`src/nvm_map_defs.vh`:
```
// Constants for the data memory decoder and the nonvolatile memory guard.
// Included by the design files; holds definitions only.
`ifndef NVM_MAP_DEFS_VH
`define NVM_MAP_DEFS_VH
`define ADDR_W          24
`define IO_DIRECT_LAST  24'h00_003F
`define IO_BIT_LAST     24'h00_001F
`define IO_SPACE_LAST   24'h00_0FFF
`define EE_BASE         24'h00_1000
`define SRAM_BASE       24'h00_2000
`define EXT_LAST        24'hFF_FFFF
`define FLASH_AW        16
`define WORD_W          16
`define SIG_AW          7
// Lock level: 2'b11 none, 2'b10 write blocked, 2'b0x read and write blocked.
`define LOCK_NONE       2'b11
`define LOCK_NO_WRITE   2'b10
`define LOCK_ERASED     8'hFF
// Sections.
`define SEC_APP         2'h0
`define SEC_TABLE       2'h1
`define SEC_BOOT        2'h2
`endif

```
`src/lock_level_merge.v`:
```
// Merges a requested lock level into a stored one, never loosening it.
// Inverted encoding: a programmed bit is zero, so tightening only clears bits.
`timescale 1ns/1ns
module lock_level_merge (
    // Levels
    input  wire [1:0] cur_level,
    input  wire [1:0] req_level,
    // Result
    output wire [1:0] new_level
);
    // Bits may go from one to zero only, so the merge is a plain AND.
    assign new_level = cur_level & req_level;
endmodule

```
`src/nvm_map_guard.v`:
```
// Data memory decoder and nonvolatile memory access guard.
// Assumes a single clock shared with the core and the debug port logic;
// all request inputs are synchronous to clk and the flash array is external.
`timescale 1ns/1ns
`include "nvm_map_defs.vh"
// Operation
// - Store-program-word only programs when fetched from the boot loader section.
// - From boot section, the store can reach every flash word including boot.
// - Flash words are 16 bits; instructions take one or two words.
// - Table region equals boot size and has its own lock level.
// - Application and boot sections carry independent lock levels.
// - Lock writes from either source may only tighten protection.
// - Only chip erase clears locks, and only after all flash is erased; here reset also sets every lock level to none.
// - Fuse and lock bits read one unprogrammed, zero programmed.
// - Fuses are written only by the debug port; software reads only.
// - Production signature row refuses every write and erase; readable by all.
// - Reset copies selected calibration values from the signature row.
// - User signature row is readable and writable by software and debug port.
// - Chip erase leaves user signature row; its own erase clears it.
// - Internal SRAM starts at data address 0x2000.
// - Mapped EEPROM appears at 0x1000 when mapping is enabled.
// - External memory spans from after last SRAM byte to 0xFFFFFF.
// - Short I/O instructions reach 0x00 to 0x3F; loads reach all I/O.
// - Bit set, clear and test are allowed for I/O 0x00 to 0x1F.
// - EEPROM supports byte and page access.
// - Flash is reachable from the debug port and from software.
module nvm_map_guard #(
    parameter [`FLASH_AW-1:0] BOOT_START  = 16'hF000,
    parameter [`FLASH_AW-1:0] TABLE_START = 16'hE000,
    parameter [`ADDR_W-1:0]   SRAM_LAST   = 24'h00_3FFF,
    parameter [`ADDR_W-1:0]   EE_LAST     = 24'h00_17FF
) (
    // Clock and reset
    input  wire                 clk,
    input  wire                 rst_n,
    // Data space decode
    input  wire [`ADDR_W-1:0]   dat_addr,
    input  wire                 dat_short_io,
    input  wire                 dat_bit_op,
    input  wire                 ee_map_en,
    input  wire                 ee_page_mode,
    output reg                  sel_io_q,
    output reg                  sel_ee_q,
    output reg                  sel_sram_q,
    output reg                  sel_ext_q,
    output reg                  sel_fault_q,
    output reg                  ee_page_q,
    // Flash access request, from core or debug port
    input  wire                 fl_req,
    input  wire                 fl_write,
    input  wire                 fl_from_port,
    input  wire [`FLASH_AW-1:0] fl_addr,
    input  wire [`WORD_W-1:0]   fl_wdata,
    input  wire [`FLASH_AW-1:0] exec_pc,
    input  wire                 instr_two_words,
    output reg                  fl_rd_en_q,
    output reg                  fl_wr_en_q,
    output reg  [`FLASH_AW-1:0] fl_addr_q,
    output reg  [`WORD_W-1:0]   fl_wdata_q,
    output reg                  fl_denied_q,
    output reg                  pc_step2_q,
    // Lock and fuse programming
    input  wire                 lock_wr,
    input  wire [1:0]           lock_sec,
    input  wire [1:0]           lock_val,
    input  wire                 fuse_wr,
    input  wire                 fuse_from_port,
    input  wire [2:0]           fuse_idx,
    input  wire [7:0]           fuse_val,
    output reg  [7:0]           lock_byte_q,
    output reg  [7:0]           fuse_rd_q,
    // Erase
    input  wire                 chip_erase,
    input  wire                 flash_erase_done,
    input  wire                 usig_erase,
    output reg                  flash_erase_q,
    output reg                  usig_erase_q,
    output reg                  erase_busy_q,
    // Signature rows
    input  wire                 sig_req,
    input  wire                 sig_write,
    input  wire                 sig_user,
    output reg                  prod_sig_rd_q,
    output reg                  user_sig_rd_q,
    output reg                  user_sig_wr_q,
    output reg                  sig_denied_q,
    // Calibration load at reset
    input  wire [7:0]           cal_rdata,
    output reg  [`SIG_AW-1:0]   cal_addr_q,
    output reg                  cal_load_q,
    output reg  [1:0]           cal_target_q,
    output reg  [7:0]           cal_data_q,
    output reg                  cal_done_q
);
    localparam CAL_N = 3;
    localparam [1:0] ER_IDLE  = 2'd0;
    localparam [1:0] ER_FLASH = 2'd1;
    localparam [1:0] ER_LOCK  = 2'd2;

    reg  [1:0]         lvl_q [0:2];
    reg  [7:0]         fuse_q [0:7];
    reg  [1:0]         er_state_q;
    reg  [1:0]         cal_idx_q;
    reg                cal_wait_q;
    wire [1:0]         merged;
    reg  [1:0]         sec;
    reg  [1:0]         lvl;
    reg                ok;
    wire               in_boot_pc;
    integer            i;

    lock_level_merge u_merge (
        .cur_level (lvl_q[lock_sec]),
        .req_level (lock_val),
        .new_level (merged)
    );

    assign in_boot_pc = (exec_pc >= BOOT_START);

    // Data address decode, registered.
    always @(posedge clk) begin
        if (!rst_n) begin
            sel_io_q    <= 1'b0;
            sel_ee_q    <= 1'b0;
            sel_sram_q  <= 1'b0;
            sel_ext_q   <= 1'b0;
            sel_fault_q <= 1'b0;
            ee_page_q   <= 1'b0;
        end else begin
            sel_io_q    <= 1'b0;
            sel_ee_q    <= 1'b0;
            sel_sram_q  <= 1'b0;
            sel_ext_q   <= 1'b0;
            sel_fault_q <= 1'b0;
            ee_page_q   <= 1'b0;
            if (dat_bit_op) begin
                sel_io_q    <= (dat_addr <= `IO_BIT_LAST);
                sel_fault_q <= (dat_addr >  `IO_BIT_LAST);
            end else if (dat_short_io) begin
                sel_io_q    <= (dat_addr <= `IO_DIRECT_LAST);
                sel_fault_q <= (dat_addr >  `IO_DIRECT_LAST);
            end else if (dat_addr <= `IO_SPACE_LAST) begin
                sel_io_q <= 1'b1;
            end else if (dat_addr >= `EE_BASE && dat_addr <= EE_LAST) begin
                // Unmapped EEPROM is reached only through its own data space.
                sel_ee_q    <= ee_map_en;
                sel_fault_q <= !ee_map_en;
                ee_page_q   <= ee_map_en & ee_page_mode;
            end else if (dat_addr >= `SRAM_BASE && dat_addr <= SRAM_LAST) begin
                sel_sram_q <= 1'b1;
            end else if (dat_addr > SRAM_LAST && dat_addr <= `EXT_LAST) begin
                sel_ext_q <= 1'b1;
            end else begin
                sel_fault_q <= 1'b1;
            end
        end
    end

    // Section of the requested flash word.
    always @* begin
        if (fl_addr >= BOOT_START)
            sec = `SEC_BOOT;
        else if (fl_addr >= TABLE_START)
            sec = `SEC_TABLE;
        else
            sec = `SEC_APP;
        lvl = lvl_q[sec];
        if (fl_write)
            ok = (lvl == `LOCK_NONE) && (fl_from_port || in_boot_pc);
        else
            ok = lvl[1];
    end

    // Flash gating.
    always @(posedge clk) begin
        if (!rst_n) begin
            fl_rd_en_q  <= 1'b0;
            fl_wr_en_q  <= 1'b0;
            fl_addr_q   <= {`FLASH_AW{1'b0}};
            fl_wdata_q  <= {`WORD_W{1'b0}};
            fl_denied_q <= 1'b0;
            pc_step2_q  <= 1'b0;
        end else begin
            fl_rd_en_q  <= fl_req & !fl_write & ok & !erase_busy_q;
            fl_wr_en_q  <= fl_req & fl_write & ok & !erase_busy_q;
            fl_denied_q <= fl_req & (!ok | erase_busy_q);
            fl_addr_q   <= fl_addr;
            fl_wdata_q  <= fl_wdata;
            pc_step2_q  <= instr_two_words;
        end
    end

    // Locks, fuses and chip erase sequencing.
    always @(posedge clk) begin
        if (!rst_n) begin
            er_state_q    <= ER_IDLE;
            flash_erase_q <= 1'b0;
            erase_busy_q  <= 1'b0;
            usig_erase_q  <= 1'b0;
            lock_byte_q   <= `LOCK_ERASED;
            fuse_rd_q     <= `LOCK_ERASED;
        end else begin
            flash_erase_q <= 1'b0;
            usig_erase_q  <= usig_erase & !erase_busy_q;
            fuse_rd_q     <= fuse_q[fuse_idx];
            lock_byte_q   <= {2'b11, lvl_q[`SEC_BOOT], lvl_q[`SEC_TABLE],
                              lvl_q[`SEC_APP]};
            case (er_state_q)
                ER_IDLE: begin
                    if (chip_erase) begin
                        er_state_q    <= ER_FLASH;
                        flash_erase_q <= 1'b1;
                        erase_busy_q  <= 1'b1;
                    end
                end
                ER_FLASH: begin
                    // Locks stay set until the array reports erased.
                    if (flash_erase_done)
                        er_state_q <= ER_LOCK;
                end
                ER_LOCK: begin
                    er_state_q   <= ER_IDLE;
                    erase_busy_q <= 1'b0;
                end
                default: begin
                    er_state_q <= ER_IDLE;
                end
            endcase
        end
    end

    always @(posedge clk) begin
        if (!rst_n) begin
            for (i = 0; i < 3; i = i + 1)
                lvl_q[i] <= `LOCK_NONE;
            for (i = 0; i < 8; i = i + 1)
                fuse_q[i] <= `LOCK_ERASED;
        end else begin
            if (er_state_q == ER_LOCK) begin
                for (i = 0; i < 3; i = i + 1)
                    lvl_q[i] <= `LOCK_NONE;
            end else if (lock_wr && lock_sec <= `SEC_BOOT) begin
                lvl_q[lock_sec] <= merged;
            end
            if (fuse_wr && fuse_from_port)
                fuse_q[fuse_idx] <= fuse_val;
        end
    end

    // Signature rows: production row never written.
    always @(posedge clk) begin
        if (!rst_n) begin
            prod_sig_rd_q <= 1'b0;
            user_sig_rd_q <= 1'b0;
            user_sig_wr_q <= 1'b0;
            sig_denied_q  <= 1'b0;
        end else begin
            prod_sig_rd_q <= sig_req & !sig_user & !sig_write;
            sig_denied_q  <= sig_req & !sig_user & sig_write;
            user_sig_rd_q <= sig_req & sig_user & !sig_write;
            user_sig_wr_q <= sig_req & sig_user & sig_write;
        end
    end

    // Calibration copy while reset releases: reads CAL_N signature bytes.
    always @(posedge clk) begin
        if (!rst_n) begin
            cal_idx_q    <= 2'd0;
            cal_wait_q   <= 1'b0;
            cal_addr_q   <= {`SIG_AW{1'b0}};
            cal_load_q   <= 1'b0;
            cal_target_q <= 2'd0;
            cal_data_q   <= 8'h00;
            cal_done_q   <= 1'b0;
        end else begin
            cal_load_q <= 1'b0;
            if (!cal_done_q) begin
                if (!cal_wait_q) begin
                    cal_addr_q <= {{(`SIG_AW-2){1'b0}}, cal_idx_q};
                    cal_wait_q <= 1'b1;
                end else begin
                    cal_wait_q   <= 1'b0;
                    cal_load_q   <= 1'b1;
                    cal_target_q <= cal_idx_q;
                    cal_data_q   <= cal_rdata;
                    cal_idx_q    <= cal_idx_q + 2'd1;
                    if (cal_idx_q == CAL_N - 1)
                        cal_done_q <= 1'b1;
                end
            end
        end
    end
endmodule
```
`config.mk`:
```
export PLATFORM = sky130hd
export DESIGN_NAME = nvm_map_guard
export DESIGN_NICKNAME = d
export VERILOG_FILES = /design/src/lock_level_merge.v /design/src/nvm_map_guard.v
export VERILOG_INCLUDE_DIRS = /design/src /design/src/src
export SDC_FILE = /design/constraint.sdc
export NUM_CORES = 1
export LEC_CHECK = 0
export BUFFER_PORTS_ARGS = -buffer_cell sky130_fd_sc_hd__clkbuf_2
export CORE_ASPECT_RATIO = 1.4
export CORE_MARGIN = 2
export CORE_UTILIZATION = 54
export CTS_BUF_LIST = sky130_fd_sc_hd__clkbuf_16
export CTS_CLUSTER_DIAMETER = 60
export DETAILED_ROUTE_END_ITERATION = 10
export PLACE_DENSITY = 0.85
export SYNTH_ARGS = -nofsm -noshare
export SYNTH_HDL_FRONTEND = slang
export SYNTH_SLANG_ARGS = --single-unit
```
`constraint.sdc`:
```
create_clock -name clk -period 5.1 [get_ports clk]
set_clock_uncertainty 0.1 [all_clocks]
set_input_delay 0.765 -clock clk [delete_from_list [all_inputs] [get_ports clk]]
set_output_delay 0.765 -clock clk [all_outputs]
set_load 0.1 [all_outputs]
```
==> summary.txt, run 1 <==
# clock sinks = 154
via count = 4103
CP Class = input pin to flip-flop
P_leak = 3.096 nW
Mapped Area = 5954 um2
TNS Setup = 0 ns
maximum buffer depth of the clock tree = 2
ys flop type = dfxtp_1
CP Buf/Inv Count = 1
first-pass GRT wire length = 20.00 mm
CP Cell Sequence = clkbuf_2, nand2_1, nor3_2, nand2b_1
Final Max Tran Viols = 0
Clock Pin Slew Worst Setup and Hold Paths = 0.06 ns
Post-CTS Hold Fix Bufs = 0
Slew @ Worst Pin = 1.107 ns
pwr/cell area = 409.4 nW/um2
post-synth cell types = 44
Routed WL = 13.16 mm
Core Rows = 45
total gr overflow = 0
Final setup viols = 0
RSZ-0062 raised after global routing = false
number of flops mapped to enable cells by yosys = 72
mean post-synth cell area = 13.00 um2
DRT Pass-1 Iters = 4
Placeable Area = 10810 um2
pin count of the biggest net entering global routing = 85
ys async rst share = 0%
drt wl/cell = 16.70 um
Gates resized, CTS repair = 0
Starting Density = 55.08%
CP max stage delay = 0.60 ns
CP Data Required Time = 5.07 ns
total CTS buffers = 17
Root Driver = clkbuf_16
Max FO, Critical Path = 22
cell count after synthesis = 458
Tot GR Track Use = 22.74%
HP Class = flip-flop to flip-flop
vias in the first global route = 4215
gpl congestion = 0.8431
Yosys warning total = 0
CP Data Arrival Time = 2.81 ns
VDD IR max = 0.2767 mV
sequential area share after synthesis = 63.88%
GRT busiest layer = met2
IO buf count = 173
Die Y = 128.2 um
HPWL after DPL = 9.674 mm
Layout Nets = 749
Slowest cell on crit path = clkbuf_2
global-route track usage on met3 = 7.349%
worst skew pair latency = 0.42 ns
io pins = 198
Antenna Diode Count = 0
layout cells sized above 1 = 37.25%
Initial DRC Count = 194
M2 GR Usage = 42.08%
status = completed
Routed Antenna Nets = 0
Post-CTS Setup Inserts = 0
Slew HR = 25.40%
Die Wd = 92.75 um
Top delay family on crit path = simple AND/OR/NAND/NOR gates
met1 Use GR = 22.47%
Synth Register Bits = 154
crit path time final = 2.841 ns
register area = 3804 um2
vias per cell = 5.207
CTS H-tree depth = 4
die area = 11890 um2
fin crit share = 55.71%
Startpoint Class = input pin
Fillers = 791
Pwr Total = 3.057 mW
Fin. Hold Viols = 0
Fmax = 351.9 MHz
CTS tree = done
area grow syn2layout = 25.40%
multi-input logic area = 2037 um2
Residual DRC = 0
initial antenna violation count = 0
CP Capture Type = flip-flop
max_cap viols = 0
-- path summary, 6_finish.rpt --
kind | startpoint | endpoint | slack (ns) | depth (start not counted)
worst max-delay path | fuse_idx[1] | fuse_q[6][4] | 2.26 | 4
worst min-delay path | cal_data_q[3] | cal_data_q[3] | 0.37 | 2
worst max register to register | lvl_q[0][0] | lvl_q[0][0] | 3.36 | 4
worst min register to register | cal_data_q[3] | cal_data_q[3] | 0.37 | 2
-- area by class of cell --
cell class                      count  area share [%]
Sequential cell                   154           50.94
Timing Repair Buffer              174           11.70
Clock buffer                       20           6.702
Tap cell                          141           2.363
Multi-Input combinational cell    284           27.28
Clock inverter                     12          0.8713
Inverter                            3          0.1508
-- sequential cells by signal, indices dropped and copies added (netlist names), 2 cells and up --
signal        count
cal_addr_q        2
cal_idx_q         2
er_state_q        2
lvl_q             8
cal_target_q      2
fl_addr_q        16
fuse_q           64
fuse_rd_q         8
lock_byte_q       6
cal_data_q        8
fl_wdata_q       16
-- power by group --
group          switching, mW  internal, mW
clock                  0.481         0.702
combinational          0.377         0.110
sequential            0.0257          1.36
total                  0.884          2.17
-- layer usage --
| layer | wire [um] | part of all wire (%) |
|---|---|---|
| met5 | 0 | 0 |
| met3 | 989 | 7.5 |
| met1 | 4506 | 34 |
| met4 | 426 | 3.2 |
| met2 | 7236 | 55 |
-- cell usage in the layout (no fill, tap or decap), types with 4 or more instances in the layout --
cell type  Yosys  final
or3_1          8      8
a21boi_0      12     12
nand2_1       49     49
conb_1         2      9
mux4_2        18     18
nor3b_1        5      5
clkinv_2       0      4
inv_4          0      4
nor2_1        15     15
or2_1          8      8
edfxtp_1      72     72
clkbuf_16      0     20
and2_1        38     38
or2_2         11     11
clkbuf_2       0    173
inv_1          3      5
nand2b_1      55     55
mux2i_1       10     10
dfxtp_1       82     82
o21ai_0        5      5
nor4_1         5      5
-- worst reg2reg max path: stages, from the launching register on --
cell,delay [ns]
edfxtp_1,0.42
mux4_2,0.46
and2_1,0.19
nor2_1,0.21
nand2_1,0.10
-- per-stage QoR --
| step | utilization [%] | cell area (um2) | worst slack [ns] | cells | hold WS (ns) |
|---|---|---|---|---|---|
| after CTS | 69.07 | 7467 | 2.244 | 788 | 0.3685 |
| final | 69.07 | 7467 | 2.259 | 788 | 0.3710 |
| after global placement | 63.84 | 6902 | 1.889 | 756 | 0.3528 |
| after floorplan | - | 5981 | 2.883 | 465 | 0.3386 |
| after detailed placement | 63.84 | 6902 | 1.825 | 756 | 0.3606 |
| after global routing | 69.07 | 7467 | 2.043 | 788 | 0.3923 |
-- logic make-up after synthesis --
kind of cell	Yosys count	share of synthesized area, %
and+or+nand+nor	218	21.64
DFF	154	63.88
muxes	28	8.489
AOI/OAI and AO/OA	27	3.152
buffers and inverters	27	2.353
other	2	0.1261
adders and majority gates	1	0.2101
xor gates and xnor gates	1	0.1471
-- synth_stat cells (all sizes together) (6+ instances only) --
cell type / instances / share of area (%)
or2: 19 / 2.0
nor3b: 7 / 1.1
o21ai: 6 / 0.50
or3: 8 / 0.84
mux2i: 10 / 1.7
nor2: 15 / 0.95
dfxtp: 82 / 28
nand2b: 56 / 6.0
clkbuf: 9 / 0.57
buf: 15 / 1.6
edfxtp: 72 / 36
a21boi: 12 / 1.5
nand2: 49 / 3.1
and2: 38 / 4.0
mux4: 18 / 6.8
(Power assumes the default switching activity.)
==> run 2, diff against run 1 <==
--- a/config.mk
+++ b/config.mk
@@ -6,14 +6,15 @@
 export SDC_FILE = /design/constraint.sdc
 export NUM_CORES = 1
 export LEC_CHECK = 0
+export ABC_AREA = 1
 export BUFFER_PORTS_ARGS = -buffer_cell sky130_fd_sc_hd__clkbuf_2
 export CORE_ASPECT_RATIO = 1.4
 export CORE_MARGIN = 2
-export CORE_UTILIZATION = 54
+export CORE_UTILIZATION = 50
 export CTS_BUF_LIST = sky130_fd_sc_hd__clkbuf_16
 export CTS_CLUSTER_DIAMETER = 60
 export DETAILED_ROUTE_END_ITERATION = 10
-export PLACE_DENSITY = 0.85
+export PLACE_DENSITY = 0.79
 export SYNTH_ARGS = -nofsm -noshare
 export SYNTH_HDL_FRONTEND = slang
 export SYNTH_SLANG_ARGS = --single-unit
==> constraint.sdc (replaced) <==
create_clock -name clk -period 2.8 [get_ports clk]
set_clock_uncertainty 0.1 [all_clocks]
set_input_delay 0.42 -clock clk [delete_from_list [all_inputs] [get_ports clk]]
set_output_delay 0.42 -clock clk [all_outputs]
set_load 0.1 [all_outputs]
==> summary.txt, run 2 <==
ys async rst share = 0% (unchanged)
die area = 13040 um2 (+9.6%)
Final setup viols = 0 (unchanged)
R2R depth = 4 (unchanged)
CTS tree = done
Core Util, Final = 64.40% (-4.7 points)
Die Y = 134.3 um (+4.7%)
most numerous cell in the Yosys netlist = nand2_1
max FFs per register = 64 (unchanged)
Post-CTS Setup Inserts = 0 (unchanged)
VDD IR max = 0.4795 mV (+73%)
cell count after synthesis = 624 (+36%)
Die Wd = 97.08 um (+4.7%)
ys flop type = dfxtp_1
crit path time final = 1.820 ns
CP Data Arrival Time = 1.30 ns (-1.51 ns)
area grow syn2layout = 25.52% (about the same)
via count = 4676 (+14%)
mean post-synth cell area = 9.719 um2 (-25%)
Worst path depth = 1 (-3)
CP Cell Sequence = clkbuf_2
total gr overflow = 0 (unchanged)
Fillers = 982 (+24%)
Residual DRC = 0 (unchanged)
sequential area share after synthesis = 62.72% (-1.2 points)
Top Registers = fuse_q: 64 flops, fl_addr_q: 16 flops, fl_wdata_q: 16 flops
Layout Nets = 926 (+24%)
Antenna Diode Count = 0 (unchanged)
RR Startpoint = er_state_q[0]
Placeable Area = 11820 um2 (+9.3%)
Biggest register = fuse_q
most common cell after layout, fill and taps aside = nand2_1
Synth Register Bits = 154 (unchanged)
pin count of the biggest net entering global routing = 41 (-52%)
crit path launch = cal_done_q
share of the synthesized area in the top cell type = 35.65% (-0.66 points)
layout cells sized above 1 = 29.85% (-7.4 points)
Yosys warning total = 0 (unchanged)
top post-synthesis cells by count = nand2_1, dfxtp_1, inv_1
Routed WL = 13.57 mm (+3.2%)
multi-input logic area = 1792 um2 (-12%)
Core Rows = 47 (+4.4%)
Starting Density = 51.31% (-3.8 points)
worst skew pair latency = 0.42 ns (about the same)
Mapped Area = 6065 um2 (+1.8%)
drt wl/cell = 13.98 um (-16%)
# clock sinks = 154 (unchanged)
CTS H-tree depth = 4 (unchanged)
Max FO, Critical Path = 5 (-77%)
initial antenna violation count = 0 (unchanged)
Root Driver = clkbuf_16
Routed Antenna Nets = 0 (unchanged)
Min-Delay Path Depth = 3 (+1)
max_cap viols = 0 (unchanged)
HP Start = fl_addr[7]
Fmax = 549.5 MHz
CP max stage delay = 0.49 ns (-0.11 ns)
io pins = 198 (unchanged)
gpl congestion = 0.7918 (-6.1%)
Fin. Hold Viols = 0 (unchanged)
Startpoint Class = flip-flop
register area = 3804 um2 (unchanged)
HP Class = input pin to flip-flop
post-synth cell types = 34 (-23%)
Post-CTS Hold Fix Bufs = 0 (unchanged)
Initial DRC Count = 293 (+51%)
CP Buf/Inv Count = 1 (unchanged)
Final Max Tran Viols = 0 (unchanged)
CP Class = flip-flop to output pin
post-synth top area cell = edfxtp_1
maximum buffer depth of the clock tree = 2 (unchanged)
P_leak = 3.591 nW (+16%)
fin crit share = 64.99%
most frequent cells in the layout = nand2_1, clkbuf_2, dfxtp_1
status = completed
CP Capture Type = output pin
vias in the first global route = 4639 (+10%)
Tot GR Track Use = 21.31% (-1.4 points)
TNS Setup = 0 ns (unchanged)
Clock Pin Slew Worst Setup and Hold Paths = 0.06 ns (about the same)
Slew @ Worst Pin = 0.5646 ns (-0.5427 ns)
first-pass GRT wire length = 21.76 mm (+8.8%)
largest cells by area after synthesis = edfxtp_1, dfxtp_1, nand2_1
HPWL after DPL = 10.01 mm (+3.5%)
number of flops mapped to enable cells by yosys = 72 (unchanged)
pwr/cell area = 743.1 nW/um2 (+82%)
total CTS buffers = 17 (unchanged)
CP Data Required Time = 2.28 ns (-2.79 ns)
IO buf count = 173 (unchanged)
vias per cell = 4.816 (-7.5%)
Slowest cell on crit path = clkbuf_2
DRT Pass-1 Iters = 7 (+3)
Slew HR = 62.52% (+37 points)
Top delay family on crit path = buffers and inverters
RSZ-0062 raised after global routing = false
Gates resized, CTS repair = 0 (unchanged)
==> run 2: changes by cell type in the layout (fill, tap and decap cells not counted), moves of 10 or more <==
cell	previous run	this run
a21boi_0	12	0
and2_1	38	0
buf_4	1	13
inv_1	5	76
mux2i_1	10	0
mux4_2	18	0
nand2_1	49	186
nand2b_1	55	0
nand3_1	2	52
nor2_1	15	37
o21ai_0	5	22
or2_2	11	0
==> run 2: layout make-up <==
class                           instances  area share [%]
Tap cell                              147           2.416
Inverter                               81           4.027
Clock inverter                         13           1.151
Clock buffer                           19           6.246
Sequential cell                       154           49.97
Multi-Input combinational cell        371           23.54
Timing Repair Buffer                  186           12.66
==> run 2: final timing paths <==
path	endpoint	slack (ns)
setup / recovery	cal_done_q	0.98
hold / removal	fl_addr_q[7]	0.08
hold reg to reg	lock_byte_q[4]	0.36
setup reg to reg	lvl_q[0][0]	1.30
==> run 2: power by group <==
part | leakage, nW | internal, mW | switching (mW)
sequential | 1.39 | 2.49 | 0.0501
combinational | 1.92 | 0.181 | 0.774
clock | 0.284 | 1.24 | 0.920
==> run 2: logic make-up after synthesis <==
| family | Yosys count | synth area share [%] |
|---|---|---|
| adders and majority gates | 1 | 0.2063 |
| DFF | 154 | 62.72 |
| buffers and inverters | 106 | 8.170 |
| and+or+nand+nor | 300 | 22.22 |
| AOI/OAI and AO/OA | 61 | 6.561 |
| other | 2 | 0.1238 |
==> run 2: routing by layer <==
metal	vias to the layer above	share of wire (%)	track usage [%]
li1	2376	-	-
met1	2137	37	21.87
met2	143	55	40.63
met3	20	6.0	5.941
met4	0	1.9	8.294
met5	-	0	0
==> run 2: stage by stage <==
| step | std cells | worst slack, ns | cell area [um2] | total power [mW] | hold WS [ns] |
|---|---|---|---|---|---|
| 2_1_floorplan | 631 | 0.7616 | 6091 | 3.336 | 0.3172 |
| 3_3_place_gp | 939 | 0.7758 | 7049 | 3.530 | 0.3357 |
| 3_5_place_dp | 939 | 0.7156 | 7049 | 3.544 | 0.3437 |
| 4_1_cts | 971 | 0.9642 | 7612 | 5.706 | 0.06244 |
| 5_1_grt | 971 | 0.9300 | 7612 | 5.851 | 0.07711 |
| 6_report | 971 | 0.9803 | 7612 | 5.657 | 0.07565 |
